[config.mk]
export PLATFORM = sky130hd
export DESIGN_NAME = bsid_regs
export DESIGN_NICKNAME = d
export VERILOG_FILES = /design/src/hw/bsid_pkg.sv /design/src/hw/bsid_stat_if.sv /design/src/hw/bsid_regs.sv /design/src/hw/bsid_status_enc.sv
export VERILOG_INCLUDE_DIRS = /design/src /design/src/hw
export SDC_FILE = /design/constraint.sdc
export NUM_CORES = 1
export LEC_CHECK = 0
export BUFFER_PORTS_ARGS = -buffer_cell sky130_fd_sc_hd__buf_2
export CAP_MARGIN = 40
export CORE_MARGIN = 3
export CORE_UTILIZATION = 34
export DETAILED_ROUTE_END_ITERATION = 8
export GPL_ROUTABILITY_DRIVEN = 0
export GPL_TIMING_DRIVEN = 0
export PLACE_DENSITY = 0.53
export SYNTH_ARGS = -nofsm -noshare
export SYNTH_HDL_FRONTEND = slang
export SYNTH_SLANG_ARGS = --single-unit
[constraint.sdc]
create_clock -name SYS_CLK_IN -period 2.25 [get_ports SYS_CLK_IN]
set_clock_uncertainty 0.15 [all_clocks]
set_input_delay 0.45 -clock SYS_CLK_IN [delete_from_list [all_inputs] [get_ports SYS_CLK_IN]]
set_output_delay 0.45 -clock SYS_CLK_IN [all_outputs]
set_load 0.02 [all_outputs]
[src/hw/bsid_params.svh]
`ifndef BSID_PARAMS_SVH
`define BSID_PARAMS_SVH
// ----------------------------------------
// register numbers on the serial bus
// ----------------------------------------
`define BSID_REG_STATUS 8'h02
`define BSID_REG_ID 8'h03
`define BSID_UNMAPPED_BYTE 8'h00
// ----------------------------------------
// status field positions
// ----------------------------------------
`define BSID_ST_FAULT 0
`define BSID_ST_THERMAL 1
`define BSID_ST_OVERCUR 2
`define BSID_ST_BACKLIGHT 3
`define BSID_ST_ANY_STR 4
`define BSID_ST_MULTI_STR 5
`define BSID_ST_RESERVED 2'h0
// ----------------------------------------
// identification fields and defaults
// ----------------------------------------
`define BSID_PANEL_LED 1'h1
`define BSID_MAKER_CODE 4'h9 // arbitrary value
`define BSID_REVISION 3'h0
// ----------------------------------------
// serial engine constants
// ----------------------------------------
`define BSID_SLAVE_ADDR 7'h2C
`define BSID_STRINGS 8
`define BSID_BITS_PER_BYTE 4'h8
`define BSID_FIRST_BIT 4'h1
`define BSID_CNT_ZERO 4'h0
`define BSID_CNT_ONE 4'h1
`endif

[src/hw/bsid_pkg.sv]
package bsid_pkg;
  // ----------------------------------------
  // shared types
  // ----------------------------------------
  typedef logic [7:0] bsid_byte_type; // one register byte
  // serial slave states
  typedef enum {
    ST_IDLE,
    ST_ADDR,
    ST_CMD,
    ST_WDATA,
    ST_ACK,
    ST_RDATA,
    ST_MACK
  } bsid_state_type;
endpackage : bsid_pkg

[src/hw/bsid_stat_if.sv]
interface bsid_stat_if;
  import bsid_pkg::*;
  bsid_byte_type status_byte; // live status byte
  modport enc (output status_byte);
  modport regs (input status_byte);
endinterface : bsid_stat_if

[src/hw/bsid_regs.sv]
// Function
// - status bit0 is OR of faults
// - status bit1 shows thermal fault
// - status bit2 shows input overcurrent
// - status bit3 shows backlight on
// - bits 5:4 encode none, one, many strings
// - identification register ignores all writes
// - bits 6:3 hold maker code
// - bits 2:0 hold silicon revision
// - revision starts at zero, steps per release
// - bit 7 reads one for panel
// - host reads registers by serial byte read
// - status read only, reserved bits zero
// - string count reflects disabled current sources
`include "bsid_params.svh"
module bsid_regs import bsid_pkg::*; #(
  parameter logic [6:0] SLAVE_ADDR = `BSID_SLAVE_ADDR,
  parameter logic [3:0] MAKER_CODE = `BSID_MAKER_CODE, // arbitrary value
  parameter logic [2:0] REVISION = `BSID_REVISION,
  parameter int STRINGS = `BSID_STRINGS
) (
  input wire logic SYS_CLK_IN,
  input wire logic RST_N_IN,
  input wire logic SMB_SCL_IN,
  input wire logic SMB_SDA_IN,
  output logic SMB_SDA_OUT,
  output logic SMB_SDA_OE_OUT,
  input wire logic THERMAL_FAULT_IN,
  input wire logic OVERCURRENT_IN,
  input wire logic BACKLIGHT_ON_IN,
  input wire logic [STRINGS-1:0] STRING_DISABLED_IN
);

  // ----------------------------------------
  // status encoder
  // ----------------------------------------
  bsid_stat_if stat_if ();
  bsid_status_enc #(.STRINGS(STRINGS)) u_enc (
    .thermal_in(THERMAL_FAULT_IN),
    .overcurrent_in(OVERCURRENT_IN),
    .backlight_on_in(BACKLIGHT_ON_IN),
    .string_disabled_in(STRING_DISABLED_IN),
    .stat(stat_if.enc)
  );

  bsid_byte_type id_byte; // fixed identity, no reset involved
  assign id_byte = {`BSID_PANEL_LED, MAKER_CODE, REVISION};

  // register select by number
  function automatic bsid_byte_type sel_reg(input bsid_byte_type num, input bsid_byte_type st,
                                            input bsid_byte_type id);
    if (num == `BSID_REG_STATUS) begin
      sel_reg = st;
    end else if (num == `BSID_REG_ID) begin
      sel_reg = id;
    end else begin
      sel_reg = `BSID_UNMAPPED_BYTE;
    end
  endfunction : sel_reg

  // ----------------------------------------
  // pin synchronisers
  // ----------------------------------------
  logic [2:0] scl_sync_q; // three stage clock pin chain
  logic [2:0] sda_sync_q; // three stage data pin chain
  logic scl_f_q; // accepted clock level
  logic sda_f_q; // accepted data level
  logic scl_prev_q; // previous accepted clock
  logic sda_prev_q; // previous accepted data

  // shift chains, idle high
  always_ff @(posedge SYS_CLK_IN or negedge RST_N_IN) begin
    if (!RST_N_IN) begin
      scl_sync_q <= 3'h7;
      sda_sync_q <= 3'h7;
    end else begin
      scl_sync_q <= {scl_sync_q[1:0], SMB_SCL_IN};
      sda_sync_q <= {sda_sync_q[1:0], SMB_SDA_IN};
    end
  end

  // level accepted once stages two and three agree
  always_ff @(posedge SYS_CLK_IN or negedge RST_N_IN) begin
    if (!RST_N_IN) begin
      scl_f_q <= 1'h1;
      sda_f_q <= 1'h1;
      scl_prev_q <= 1'h1;
      sda_prev_q <= 1'h1;
    end else begin
      if (scl_sync_q[1] == scl_sync_q[2]) begin
        scl_f_q <= scl_sync_q[2];
      end
      if (sda_sync_q[1] == sda_sync_q[2]) begin
        sda_f_q <= sda_sync_q[2];
      end
      scl_prev_q <= scl_f_q;
      sda_prev_q <= sda_f_q;
    end
  end

  logic scl_rise; // clock rose
  logic scl_fall; // clock fell
  logic start_evt; // data fell with clock high
  logic stop_evt; // data rose with clock high
  assign scl_rise = scl_f_q & ~scl_prev_q;
  assign scl_fall = ~scl_f_q & scl_prev_q;
  assign start_evt = ~sda_f_q & sda_prev_q & scl_f_q & scl_prev_q;
  assign stop_evt = sda_f_q & ~sda_prev_q & scl_f_q & scl_prev_q;

  // ----------------------------------------
  // serial slave engine
  // ----------------------------------------
  bsid_state_type state_q; // current phase
  bsid_state_type nxt_q; // phase after the ack slot
  logic [3:0] cnt_q; // bit counter
  bsid_byte_type shreg_q; // received byte
  bsid_byte_type ptr_q; // selected register number
  bsid_byte_type tx_q; // outgoing byte snapshot
  logic sda_oe_q; // pull data low
  logic tx_load; // snapshot moment
  logic byte_done; // eight bits received or sent

  assign byte_done = scl_fall && (cnt_q == `BSID_BITS_PER_BYTE);
  assign tx_load = (state_q == ST_ACK) && scl_fall && (nxt_q == ST_RDATA);

  bsid_byte_type sel_byte; // byte of the selected register, this cycle
  assign sel_byte = sel_reg(ptr_q, stat_if.status_byte, id_byte);

  // protocol phases, bit count, pin drive
  always_ff @(posedge SYS_CLK_IN or negedge RST_N_IN) begin
    if (!RST_N_IN) begin
      state_q <= ST_IDLE;
      nxt_q <= ST_IDLE;
      cnt_q <= `BSID_CNT_ZERO;
      shreg_q <= 8'h00;
      ptr_q <= 8'h00;
      sda_oe_q <= 1'h0;
    end else if (start_evt) begin
      // start or repeated start: expect an address
      state_q <= ST_ADDR;
      cnt_q <= `BSID_CNT_ZERO;
      sda_oe_q <= 1'h0;
    end else if (stop_evt) begin
      state_q <= ST_IDLE;
      sda_oe_q <= 1'h0;
    end else begin
      unique case (state_q)
        ST_IDLE: begin
          sda_oe_q <= 1'h0;
        end
        ST_ADDR, ST_CMD, ST_WDATA: begin
          if (scl_rise) begin
            shreg_q <= {shreg_q[6:0], sda_f_q};
            cnt_q <= cnt_q + `BSID_CNT_ONE;
          end else if (byte_done) begin
            if (state_q == ST_ADDR) begin
              // own address: ack, then read or take command
              if (shreg_q[7:1] == SLAVE_ADDR) begin
                sda_oe_q <= 1'h1;
                state_q <= ST_ACK;
                nxt_q <= shreg_q[0] ? ST_RDATA : ST_CMD;
              end else begin
                state_q <= ST_IDLE;
              end
            end else begin
              // command selects register; data bytes are dropped
              if (state_q == ST_CMD) begin
                ptr_q <= shreg_q;
              end
              sda_oe_q <= 1'h1;
              state_q <= ST_ACK;
              nxt_q <= ST_WDATA;
            end
          end
        end
        ST_ACK: begin
          if (scl_fall) begin
            state_q <= nxt_q;
            if (nxt_q == ST_RDATA) begin
              // first data bit goes out now
              sda_oe_q <= ~sel_byte[7];
              cnt_q <= `BSID_FIRST_BIT;
            end else begin
              sda_oe_q <= 1'h0;
              cnt_q <= `BSID_CNT_ZERO;
            end
          end
        end
        ST_RDATA: begin
          if (byte_done) begin
            sda_oe_q <= 1'h0;
            state_q <= ST_MACK;
          end else if (scl_fall) begin
            sda_oe_q <= ~tx_q[6];
            cnt_q <= cnt_q + `BSID_CNT_ONE;
          end
        end
        ST_MACK: begin
          // single byte read: done after the host's ack slot
          if (scl_fall) begin
            state_q <= ST_IDLE;
          end
        end
      endcase
    end
  end

  // ----------------------------------------
  // outgoing byte snapshot
  // ----------------------------------------
  always_ff @(posedge SYS_CLK_IN or negedge RST_N_IN) begin
    if (!RST_N_IN) begin
      tx_q <= 8'h00;
    end else if (tx_load) begin
      tx_q <= sel_byte;
    end else if ((state_q == ST_RDATA) && scl_fall && !byte_done) begin
      tx_q <= {tx_q[6:0], 1'h0};
    end
  end

  assign SMB_SDA_OUT = 1'h0; // open drain: only ever pulls low
  assign SMB_SDA_OE_OUT = sda_oe_q;

  // ----------------------------------------
  // assertions
  // ----------------------------------------
  bsid_byte_type st; // shorthand
  assign st = stat_if.status_byte;
endmodule : bsid_regs

[src/hw/bsid_status_enc.sv]
`include "bsid_params.svh"
module bsid_status_enc import bsid_pkg::*; #(
  parameter int STRINGS = `BSID_STRINGS
) (
  input wire logic thermal_in,
  input wire logic overcurrent_in,
  input wire logic backlight_on_in,
  input wire logic [STRINGS-1:0] string_disabled_in,
  bsid_stat_if.enc stat
);
  // ----------------------------------------
  // elaboration check
  // ----------------------------------------
  if (STRINGS < 2) begin : g_bad_strings
    $error("bsid_status_enc needs at least two strings");
  end

  // more than one bit set: clearing the lowest leaves something
  function automatic logic multi_set(input logic [STRINGS-1:0] v);
    multi_set = |(v & (v - STRINGS'(1)));
  endfunction : multi_set

  logic any_string_fault; // one or more strings disabled
  logic multi_string_fault; // two or more strings disabled
  logic thermal_shutdown_flag; // thermal fault live
  logic input_overcurrent_flag; // overcurrent live
  logic backlight_on_status; // backlight on

  // ----------------------------------------
  // live encode, no latching
  // ----------------------------------------
  always_comb begin
    thermal_shutdown_flag = thermal_in;
    input_overcurrent_flag = overcurrent_in;
    backlight_on_status = backlight_on_in;
    any_string_fault = |string_disabled_in;
    multi_string_fault = multi_set(string_disabled_in);
    stat.status_byte = {`BSID_ST_RESERVED, multi_string_fault, any_string_fault,
                        backlight_on_status, input_overcurrent_flag, thermal_shutdown_flag,
                        thermal_shutdown_flag | input_overcurrent_flag | any_string_fault};
  end
endmodule : bsid_status_enc
# Word-level counts from Yosys, hierarchy flattened
# Index checks and enable logic that the tools add are counted.
# W data, S select, Z words.
[word_totals]
reg_bits = 102
inputBits = 15
out_inout_bits = 2
wordCells = 122
[op_classes]
addsub = 2
eq_ne = 30
mux = 36
bitwise = 21
reduce_logical = 20
[op_table]
columns = ["op", "n"]
rows = [
  ["$mux W32", 10],
  ["$eq A32 B3 Y1 const B", 4],
  ["$pmux W32 S4", 1],
  ["$eq A32 B2 Y1 const B", 3],
  ["$eq A32 B4 Y1 const B", 3],
  ["$eq A32 B1 Y1 const B", 1],
  ["$logic_not A32 Y1", 1],
  ["$mux W4", 6],
  ["$reduce_and A6 Y1", 4],
  ["$ne A4 B4 Y1 const B", 5],
  ["$eq A8 B2 Y1 const B", 2],
  ["$mux W8", 2],
  ["$reduce_or A8 Y1", 2],
  ["$mux W7", 2],
  ["$ne A3 B3 Y1 const B", 4],
  ["$pmux W4 S3", 1],
  ["$reduce_bool A6 Y1", 2],
  ["$mux W1", 11],
  ["$ne A5 B5 Y1 const B", 2],
  ["$not A1 Y1", 10],
  ["$and A1 B1 Y1", 8],
  ["$and A8 B8 Y8", 1],
  ["$sub A8 B1 Y8 const B", 1],
  ["$eq A7 B6 Y1 const B", 1],
  ["15 further kinds", 22],
]

# Depth between registers and ports, before layout
# Gate-level depths: netlist of run 1.
[logic_depth]
depth_word = 10
mapped_depth = 8
depth_no_buf = 7

# By module
# Synthesis of run 1 repeated with hierarchy kept, for this count alone.
[unflattened]
cells_unflattened = 208
area_unflattened_um2 = 2264.7
[by_module_without_submodules]
columns = ["module", "n_inst", "cells_each", "area_per_inst_um2", "seq_area_each_um2"]
rows = [
  ["bsid_regs", 1, 189, 2125.8, 1113.6],
  ["bsid_status_enc", 1, 19, 138.9, 0.0],
]

# Worst setup path after synthesis of run 1
# OpenSTA, ideal clock, no wires.
[synth_timing]
path_kind = "register to register"
from = "reg scl_prev_q"
to = "reg state_q[0]"
setup_ns = 0.125
t_arrival_ns = 2.049
required_time_ns = 1.975
slack_ns = -0.074
path_stages_with_launch = 7
path_buffers = 1
period_less_slack_ns = 2.324
path_cell_list = "dfstp_2 -> buf_2 -> nand2_1 -> or2_4 -> a311o_1 -> a211oi_4 -> mux2_4"
[synth_between]
elab_chain_len = 4
word_cells_on_any_way = 15
cone_classes = "eq/ne (5); mux (2); bitwise (5); reduce/logical (3)"
[synth_rtl]
columns = ["item", "line_no", "source"]
rows = [
  ["start: declaration", "bsid_regs.sv:68", "logic scl_prev_q;"],
  ["start signal: assignment", "bsid_regs.sv:96", "scl_prev_q <= scl_f_q;"],
  ["$and A1 B1 Y1 or $not A1 Y1 (tied branches)", "bsid_regs.sv:106, bsid_regs.sv:105", ""],
  ["$logic_and A1 B1 Y1 or $and A1 B1 Y1 (tied branches)", "bsid_regs.sv:123, bsid_regs.sv:105", ""],
  ["$ne A4 B4 Y1 (no line)", "n/a", ""],
  ["$reduce_and A6 Y1 (no line)", "n/a", ""],
  ["end signal: assignment", "bsid_regs.sv:178", "state_q <= nxt_q;"],
  ["end: declaration", "bsid_regs.sv:113", "bsid_state_type state_q;"],
]
# Several ways; a longest one is shown, not always the timed one.
# A chain may end at the register's enable or synchronous reset.

# Final worst setup path of run 1
[layout_timing]
from = "reg scl_prev_q"
to = "reg state_q[1]"
# The elaborated chain is that of the path after synthesis.

==> impl_metrics.py, run 1 <==
metrics = {
    "global_route": {
        "grt_pass1_wl_microns": 7240,
        "grt.overflow.total": 0,
        "antenna_found_initial": 0,
        "grt.total_usage_pct": 12.5,
        "grt_max_degree": 31,
        "grt_pass1_vias": 1547,
    },
    "run": {
        "drv_cap": 0,
    },
    "drt": {
        "firstDrtPassIters": 4,
        "ant_nets": 0,
        "wl_per_cell_microns": 14.3,
        "initialDrtViolationCount": 99,
        "viasPerCell": 5.29,
        "wl_microns": 4390,
        "post-route-drc-count": 0,
        "vias": 1623,
    },
    "setup_path": {
        "required_ps": 2290,
        "max_stage_delay_ps": 570,
        "endpoint_kind": "register",
        "crit_start": "scl_prev_q",
        "r2r_setup_slack_ps": 50,
        "reg2reg_depth": 6,
        "cp_max_fo": 7,
        "cp_top_family": "compound AO/OA/AOI/OAI gates",
        "rr_startpoint": "scl_prev_q",
        "crit_slowest_cell": "dfstp_2",
        "critPathBufInv": 1,
        "crit_type": "reg -> reg",
        "rr_endpoint": "state_q[1]",
        "crit_end": "state_q[1]",
        "critical_path_depth": 6,
        "cp_cell_sequence": "buf_4 > nand2b_1 > o211ai_1 > o221ai_2 > a211oi_4 > mux2_4",
        "start_kind": "register",
        "worstPathArrival_ps": 2230,
    },
    "synthesis": {
        "netlist_area_sq_mm": 0.00221,
        "synth_edf_count": 0,
        "synth_top_area_share_pct": 38.5,
        "synthDistinctLibCells": 59,
        "synth_flop_cell": "dfrtp_1",
        "yosysWarningCount": 0,
        "synthTopCellsByArea": "dfrtp_1 (39%), dfstp_2 (12%), mux2_2 (8.7%)",
        "ys_seq_area_share_pct": 50.4,
        "synth_cells": 194,
        "ys_ff_latch": 44,
        "syn_nets": 211,
        "synth_top_area_cell": "dfrtp_1",
        "async_flop_share_pct": 100,
        "synth.avg_cell_area_sq_um": 11.4,
    },
    "outcome": {
        "status": "complete, no violations",
    },
    "floorplanning": {
        "rows": 28,
        "die_area_sq_mm": 0.00750,
        "die_x_microns": 86.6,
        "core_area_sq_mm": 0.00610,
        "start_util_pct": 36.2,
        "ios": 17,
        "die_h_microns": 86.6,
    },
    "final_layout": {
        "drive_gt1_share_pct": 36.6,
        "areaGrowthSynthToFinish_pct": 20.7,
        "final_nets": 248,
        "mostFrequentLayoutCells": "dfrtp_1 (34), mux2_2 (17), buf_4 (17), buf_2 (15), nor2_1 (14)",
        "final_common_cell": "dfrtp_1",
        "diodes": 0,
    },
    "timing": {
        "period_needed_ps": 2200,
        "setup_viol": 0,
        "slew_violations": 0,
        "setup_ws_ps": 54.9,
        "max_freq_ghz": 0.456,
        "relSlewSlack_pct": 65.0,
        "finalSetupTns_ps": 0,
        "worstMarginPinSlew_ps": 520,
        "final_hold_viol_count": 0,
        "finalCritPeriodShare_pct": 97.6,
    },
    "place": {
        "dp_slack_ps": -183,
        "portBuffers": 15,
        "post-dp-hpwl_microns": 2990,
    },
    "hold_path": {
        "hp-class": "in -> reg",
    },
    "power_and_ir_drop": {
        "p_leak_nw": 1.17,
        "p_per_area_mw_per_mm2": 1000,
        "ir_worst_vdd_uv": 474,
    },
    "clock_network": {
        "cts_tree": "built",
        "numCtsBuffers": 5,
        "h-tree-depth": 2,
        "cts.clk_slew.worst_paths_ps": 80,
        "clock_path_buffers": 2,
        "clock_sinks": 44,
        "cts_root_buffer": "clkbuf_8",
        "clock_latency_ps": 300,
    },
}
-- worst min path at each step --
stage                                 to           from  slack [ps]  cells after the start
after CTS                  scl_sync_q[0]     SMB_SCL_IN          80                      1
after global placement     sda_sync_q[1]  sda_sync_q[0]         200                      0
after floorplan           SMB_SDA_OE_OUT       RST_N_IN           4                      0
after detailed placement   sda_sync_q[1]  sda_sync_q[0]         200                      0
after global routing       scl_sync_q[0]     SMB_SCL_IN          70                      1
final                      scl_sync_q[0]     SMB_SCL_IN         100                      1
-- power by group --
group / switching (W) / total (W) / internal, W / leakage, nW
Clock: 0.000272 / 0.000494 / 0.000222 / 0.0424
Sequential: 0.000125 / 0.00107 / 0.000942 / 0.565
Combinational: 0.000555 / 0.00112 / 0.000561 / 0.565
-- logic make-up (layout without fill, tap and decap cells) --
group,Yosys count,after routing,share of synthesized area [%]
compound gates,41,41,14.6
mux,25,25,12.7
xor+xnor,1,1,0.397
other cells,1,1,0.170
flops,44,44,50.4
buf+inv,14,52,2.66
simple gates,63,63,16.5
fa+ha+maj,5,5,2.49
-- final cells by class --
type / count / area (sq um)
fillers: 582 / 3430
plain buffers: 5 / 30.0
multi-input cells: 136 / 1100
inverters: 6 / 22.5
clock inverters: 1 / 8.76
flip-flops and latches: 44 / 1110
clock buffers: 7 / 76.3
well taps: 75 / 93.8
repair buffers: 33 / 225
-- what timing repair did --
item                                    4_1_cts  5_1_grt
gates resized for setup                       6        7
hold endpoints to repair                      8        0
hold buffers                                  1        0
endpoints found under the setup margin       19       21
buffers inserted                              6       10
pin swaps                                     5        4
-- cell usage after synthesis, types with 3 or more instances --
master and number:
nor2_1 14, maj3_1 3, nor3_1 6, dfstp_2 10, nand3_1 3, nand2_1 12
a2bb2oi_1 7, o211ai_1 4, clkbuf_1 5, o21ai_0 6, a21oi_1 3, inv_1 6
mux2i_1 6, or3_1 3, mux2_2 17, dfrtp_1 34, nor4_1 3
-- layer usage --
layer / wire (microns) / track usage (%) / vias up
met2: 2030 / 20.0 / 30
met4: 111 / 6.23 / 0
met3: 152 / 3.42 / 10
li1: - / - / 803
met1: 2090 / 15.6 / 780
met5: 0 / 0 / -
-- worst register-to-register path, stage by stage, from the launching register on --
cell and delay, ps:
dfstp_2 570, buf_4 170, nand2b_1 140, o211ai_1 240, o221ai_2 160, a211oi_4 350, mux2_4 320
-- state kept, by name (all words and copies together), names as in the netlist --
| name | count |
|---|---|
| nxt_q | 3 |
| sda_prev_q | 1 |
| tx_q | 7 |
| scl_sync_q | 3 |
| sda_sync_q | 3 |
| cnt_q | 4 |
| shreg_q | 8 |
| SMB_SDA_OE_OUT | 1 |
| state_q | 3 |
| scl_f_q | 1 |
| sda_f_q | 1 |
| scl_prev_q | 1 |
| ptr_q | 8 |
-- stage by stage --
| stage | hold WS [ps] | area [sq um] | std cells | power [W] | utilization [%] |
|---|---|---|---|---|---|
| 3_5_place_dp | 197 | 2400 | 285 | 0.00196 | 39.3 |
| 5_1_grt | 72.2 | 2670 | 307 | 0.00287 | 43.7 |
| 2_1_floorplan | 4.41 | 2210 | 194 | 0.00175 | - |
| 3_3_place_gp | 195 | 2380 | 284 | 0.00196 | 39.0 |
| 4_1_cts | 84.7 | 2560 | 298 | 0.00257 | 42.0 |
| 6_report | 97.0 | 2670 | 307 | 0.00268 | 43.7 |
Note: power is estimated with default switching activity, not from simulation.
==> inputs of run 2 (changes only) <==
--- a/config.mk
+++ b/config.mk
@@ -9,11 +9,11 @@
 export BUFFER_PORTS_ARGS = -buffer_cell sky130_fd_sc_hd__buf_2
 export CAP_MARGIN = 40
 export CORE_MARGIN = 3
-export CORE_UTILIZATION = 34
+export CORE_UTILIZATION = 35
 export DETAILED_ROUTE_END_ITERATION = 8
 export GPL_ROUTABILITY_DRIVEN = 0
 export GPL_TIMING_DRIVEN = 0
-export PLACE_DENSITY = 0.53
+export PLACE_DENSITY = 0.52
 export SYNTH_ARGS = -nofsm -noshare
 export SYNTH_HDL_FRONTEND = slang
 export SYNTH_SLANG_ARGS = --single-unit
==> constraint.sdc (replaced) <==
create_clock -name SYS_CLK_IN -period 2.6 [get_ports SYS_CLK_IN]
set_clock_uncertainty 0.15 [all_clocks]
set_input_delay 0.52 -clock SYS_CLK_IN [delete_from_list [all_inputs] [get_ports SYS_CLK_IN]]
set_output_delay 0.52 -clock SYS_CLK_IN [all_outputs]
set_load 0.02 [all_outputs]
==> impl_metrics.py, run 2 (synthesis results as in run 1) <==
metrics = {
    "drt": {
        "initialDrtViolationCount": 69,
        "wl_microns": 4210,
        "ant_nets": 0,
        "vias": 1559,
        "post-route-drc-count": 0,
        "firstDrtPassIters": 4,
        "viasPerCell": 5.30,
        "wl_per_cell_microns": 14.3,
    },
    "run": {
        "drv_cap": 0,
    },
    "final_layout": {
        "mostFrequentLayoutCells": "dfrtp_1 (34), buf_2 (17), mux2_2 (17), nor2_1 (14), nand2_1 (12)",
        "final_common_cell": "dfrtp_1",
        "final_nets": 235,
        "layoutNonFillerInstCount": 294,
        "drive_gt1_share_pct": 29.2,
        "largestRegisters": "ptr_q: 8 flops, shreg_q: 8 flops, tx_q: 7 flops",
        "final_area_sq_mm": 0.00250,
        "diodes": 0,
        "areaGrowthSynthToFinish_pct": 13.3,
    },
    "power_and_ir_drop": {
        "p_leak_nw": 1.09,
        "p_per_area_mw_per_mm2": 850,
        "ir_worst_vdd_uv": 363,
    },
    "place": {
        "post-dp-hpwl_microns": 3050,
        "portBuffers": 15,
        "placed_area_sq_mm": 0.00240,
        "dp_cells": 285,
    },
    "setup_path": {
        "cp_max_fo": 10,
        "required_ps": 2630,
        "critPathBufInv": 1,
        "worstPathArrival_ps": 2500,
        "crit_type": "reg -> reg",
        "max_stage_delay_ps": 510,
        "critical_path_depth": 6,
        "endpoint_kind": "register",
        "cp_top_family": "compound AO/OA/AOI/OAI gates",
        "cp_cell_sequence": "buf_2 > nand2_1 > or2_4 > a311o_1 > a211oi_4 > mux2_4",
        "reg2reg_depth": 6,
        "crit_slowest_cell": "dfstp_2",
        "start_kind": "register",
    },
    "floorplanning": {
        "ios": 17,
        "rows": 28,
        "core_area_sq_mm": 0.00603,
        "die_x_microns": 85.4,
        "start_util_pct": 36.6,
        "die_area_sq_mm": 0.00730,
        "die_h_microns": 85.4,
    },
    "timing": {
        "finalSetupTns_ps": 0,
        "rsz0062_at_grt": "no",
        "slew_violations": 0,
        "setup_viol": 0,
        "finalCritPeriodShare_pct": 95.0,
        "relSlewSlack_pct": 51.3,
        "period_needed_ps": 2470,
        "worstMarginPinSlew_ps": 728,
        "holdWs_ps": 175,
        "final_hold_viol_count": 0,
        "max_freq_ghz": 0.405,
    },
    "clock_network": {
        "clock_sinks": 44,
        "h-tree-depth": 2,
        "numCtsBuffers": 5,
        "clock_path_buffers": 2,
        "cts.clk_slew.worst_paths_ps": 80,
        "cts_root_buffer": "clkbuf_8",
        "clock_latency_ps": 290,
        "postCtsSetupBuffers": 0,
        "cts_tree": "built",
    },
    "global_route": {
        "grt_max_degree": 32,
        "grt_pass1_vias": 1501,
        "antenna_found_initial": 0,
        "grt.total_usage_pct": 12.4,
        "grt_pass1_wl_microns": 7310,
        "grt.overflow.total": 0,
    },
    "outcome": {
        "status": "complete, no violations",
    },
    "hold_path": {
        "hp-class": "in -> reg",
        "worst_hold_path.num_cells": 1,
    },
}
-- run 2: area by class of cell --
cell class                      instances  area, sq um
Sequential cell                        44         1110
Inverter                                6         22.5
Buffer                                  8         36.3
Tap cell                               75         93.8
Clock inverter                          1         8.76
Timing Repair Buffer                   17          105
Clock buffer                            7         76.3
Multi-Input combinational cell        136         1050
Fill cell                             615         3520
-- run 2: metrics by stage --
step | total power, W | util [%] | setup WS (ps)
after floorplan | 0.00152 | - | 276
after global placement | 0.00169 | 39.5 | 148
after detailed placement | 0.00170 | 39.8 | 133
after CTS | 0.00213 | 41.4 | 121
after global routing | 0.00229 | 41.5 | 26.6
final | 0.00213 | 41.5 | 129
-- run 2: timing repair --
action	CTS	global route
hold endpoints to repair	8	0
resized for setup	0	2
hold buffers	1	0
setup endpoints to repair	0	6
-- run 2: path summary, 6_finish.rpt --
kind                                    start       endpoint  slack (ps)
worst max register to register     scl_prev_q     state_q[0]         130
worst max-delay path               scl_prev_q     state_q[0]         130
worst min-delay path               SMB_SDA_IN  sda_sync_q[0]         180
worst min register to register  sda_sync_q[0]  sda_sync_q[1]         210
max in group asynchronous            RST_N_IN  sda_sync_q[0]        1250
min in group asynchronous            RST_N_IN     state_q[2]         510
-- run 2: per-layer routing --
layer  global-route usage, %  up-vias  part of all wire (%)
met1                    17.8      760                    51
met5                       0        -                     0
met4                    3.45        0                  0.59
met2                    18.9       22                    45
met3                    2.91        2                   3.3
li1                        -      775                     -
-- run 2: power breakdown --
part	leakage [nW]	internal [W]	switching, W
Clock	0.0424	0.000192	0.000226
Combinational	0.486	0.000366	0.000422
Sequential	0.565	0.000815	0.000107
Total	1.09	0.00137	0.000755
==> inputs of run 3 (changes only) <==
--- a/config.mk
+++ b/config.mk
@@ -10,6 +10,7 @@
 export CAP_MARGIN = 40
 export CORE_MARGIN = 3
 export CORE_UTILIZATION = 35
+export CTS_BUF_LIST = sky130_fd_sc_hd__clkbuf_4
 export DETAILED_ROUTE_END_ITERATION = 8
 export GPL_ROUTABILITY_DRIVEN = 0
 export GPL_TIMING_DRIVEN = 0
==> impl_metrics.py, run 3 (synthesis results as in run 1) <==
metrics = {
    "drt": {
        "wl_microns": 4230,
        "ant_nets": 0,
        "post-route-drc-count": 0,
        "wl_per_cell_microns": 14.4,
        "viasPerCell": 5.30,
        "vias": 1559,
        "firstDrtPassIters": 4,
        "initialDrtViolationCount": 64,
    },
    "setup_path": {
        "endpoint_kind": "register",
        "required_ps": 2710,
        "start_kind": "register",
        "worstPathArrival_ps": 2570,
        "cp_max_fo": 10,
        "crit_type": "reg -> reg",
    },
    "outcome": {
        "status": "complete, no violations",
    },
    "final_layout": {
        "final_area_sq_mm": 0.00248,
        "layoutNonFillerInstCount": 294,
        "register_area_sq_mm": 0.00111,
        "fillerInstances": 619,
        "areaGrowthSynthToFinish_pct": 12.2,
        "diodes": 0,
        "multi_input_area_sq_mm": 0.00105,
        "largestRegisters": "ptr_q: 8 flops, shreg_q: 8 flops, tx_q: 7 flops",
        "final_common_cell": "dfrtp_1",
        "drive_gt1_share_pct": 30.1,
        "final_nets": 235,
        "mostFrequentLayoutCells": "dfrtp_1 (34), buf_2 (17), mux2_2 (17), nor2_1 (14), nand2_1 (12)",
    },
    "clock_network": {
        "cts_root_buffer": "clkbuf_4",
        "clock_path_buffers": 2,
        "cts_tree": "built",
        "h-tree-depth": 2,
        "numCtsBuffers": 5,
        "cts.clk_slew.worst_paths_ps": 130,
        "clock_latency_ps": 360,
        "clock_sinks": 44,
    },
    "global_route": {
        "antenna_found_initial": 0,
        "grt_pass1_vias": 1503,
        "grt.total_usage_pct": 12.6,
        "grt_pass1_wl_microns": 7330,
        "grt_max_degree": 32,
        "grt.overflow.total": 0,
    },
    "timing": {
        "holdWs_ps": 101,
        "slew_violations": 0,
        "relSlewSlack_pct": 50.7,
        "worstMarginPinSlew_ps": 736,
        "period_needed_ps": 2470,
        "setup_viol": 0,
        "rsz0062_at_grt": "no",
        "finalCritPeriodShare_pct": 94.8,
        "finalSetupTns_ps": 0,
        "final_hold_viol_count": 0,
        "max_freq_ghz": 0.406,
    },
    "floorplanning": {
        "rows": 28,
        "core_area_sq_mm": 0.00603,
        "die_area_sq_mm": 0.00730,
        "die_h_microns": 85.4,
        "ios": 17,
        "die_x_microns": 85.4,
        "start_util_pct": 36.6,
    },
    "power_and_ir_drop": {
        "p_leak_nw": 1.09,
        "ir_worst_vdd_uv": 356,
        "p_per_area_mw_per_mm2": 830,
        "finalPower_w": 0.00206,
    },
    "place": {
        "portBuffers": 15,
        "placed_area_sq_mm": 0.00240,
        "post-dp-hpwl_microns": 3050,
        "dp_cells": 285,
    },
    "run": {
        "drv_cap": 0,
    },
    "hold_path": {
        "hp-class": "in -> reg",
    },
}
[run 3: cell types whose count changed in the layout (fill, tap and decap cells not counted)]
cell	before	now
clkbuf_8	5	0
clkbuf_4	0	7
clkbuf_1	7	5
[run 3: final cells by class]
| cell class | count | share of cell area [%] |
|---|---|---|
| buffer | 8 | 1.46 |
| inverter | 6 | 0.909 |
| timing repair buffer | 17 | 4.24 |
| multi-input combinational | 136 | 42.2 |
| clock inverter | 1 | 0.353 |
| clock buffer | 7 | 2.12 |
| sequential | 44 | 44.9 |
| tap | 75 | 3.79 |
[run 3: metal layers]
metal | GRT usage (%) | wire length, microns
met1 | 17.8 | 2140
met2 | 18.9 | 1840
met3 | 3.20 | 168
met5 | 0 | 0
met4 | 4.32 | 69
[run 3: where the power goes]
part           internal (W)  total [W]  switching [W]
combinational      0.000366   0.000785       0.000419
sequential         0.000814   0.000920       0.000106
clock              0.000130   0.000353       0.000223
[run 3: repair_timing]
item / 4_1_cts / 5_1_grt
setup endpoints to repair: 0 / 7
resized for setup: 0 / 2
hold buffers: 1 / 0
endpoints found under the hold margin: 8 / 0
buffers inserted: 0 / 0
[run 3: worst paths after layout]
kind | slack (ps) | end | cells after the start | startpoint
max | 130 | state_q[0] | 6 | scl_prev_q
min | 100 | sda_sync_q[0] | 1 | SMB_SDA_IN
max reg2reg | 130 | state_q[0] | 6 | scl_prev_q
min reg2reg | 220 | sda_sync_q[1] | 0 | sda_sync_q[0]
max in group asynchronous | 1330 | sda_sync_q[0] | 3 | RST_N_IN
min in group asynchronous | 430 | state_q[2] | 2 | RST_N_IN
[run 3: through the flow]
| stage | setup slack (ps) | utilization [%] |
|---|---|---|
| global placement | 148 | 39.5 |
| global route | 19.4 | 41.1 |
| finish | 134 | 41.1 |
| detailed placement | 133 | 39.8 |
| floorplan | 276 | - |
| CTS | 117 | 41.0 |
[run 3: worst max-delay path: stages (launching register included)]
cell and delay [ps]:
dfstp_2 530, buf_2 200, nand2_1 110, or2_4 290
a311o_1 430, a211oi_4 330, mux2_4 330
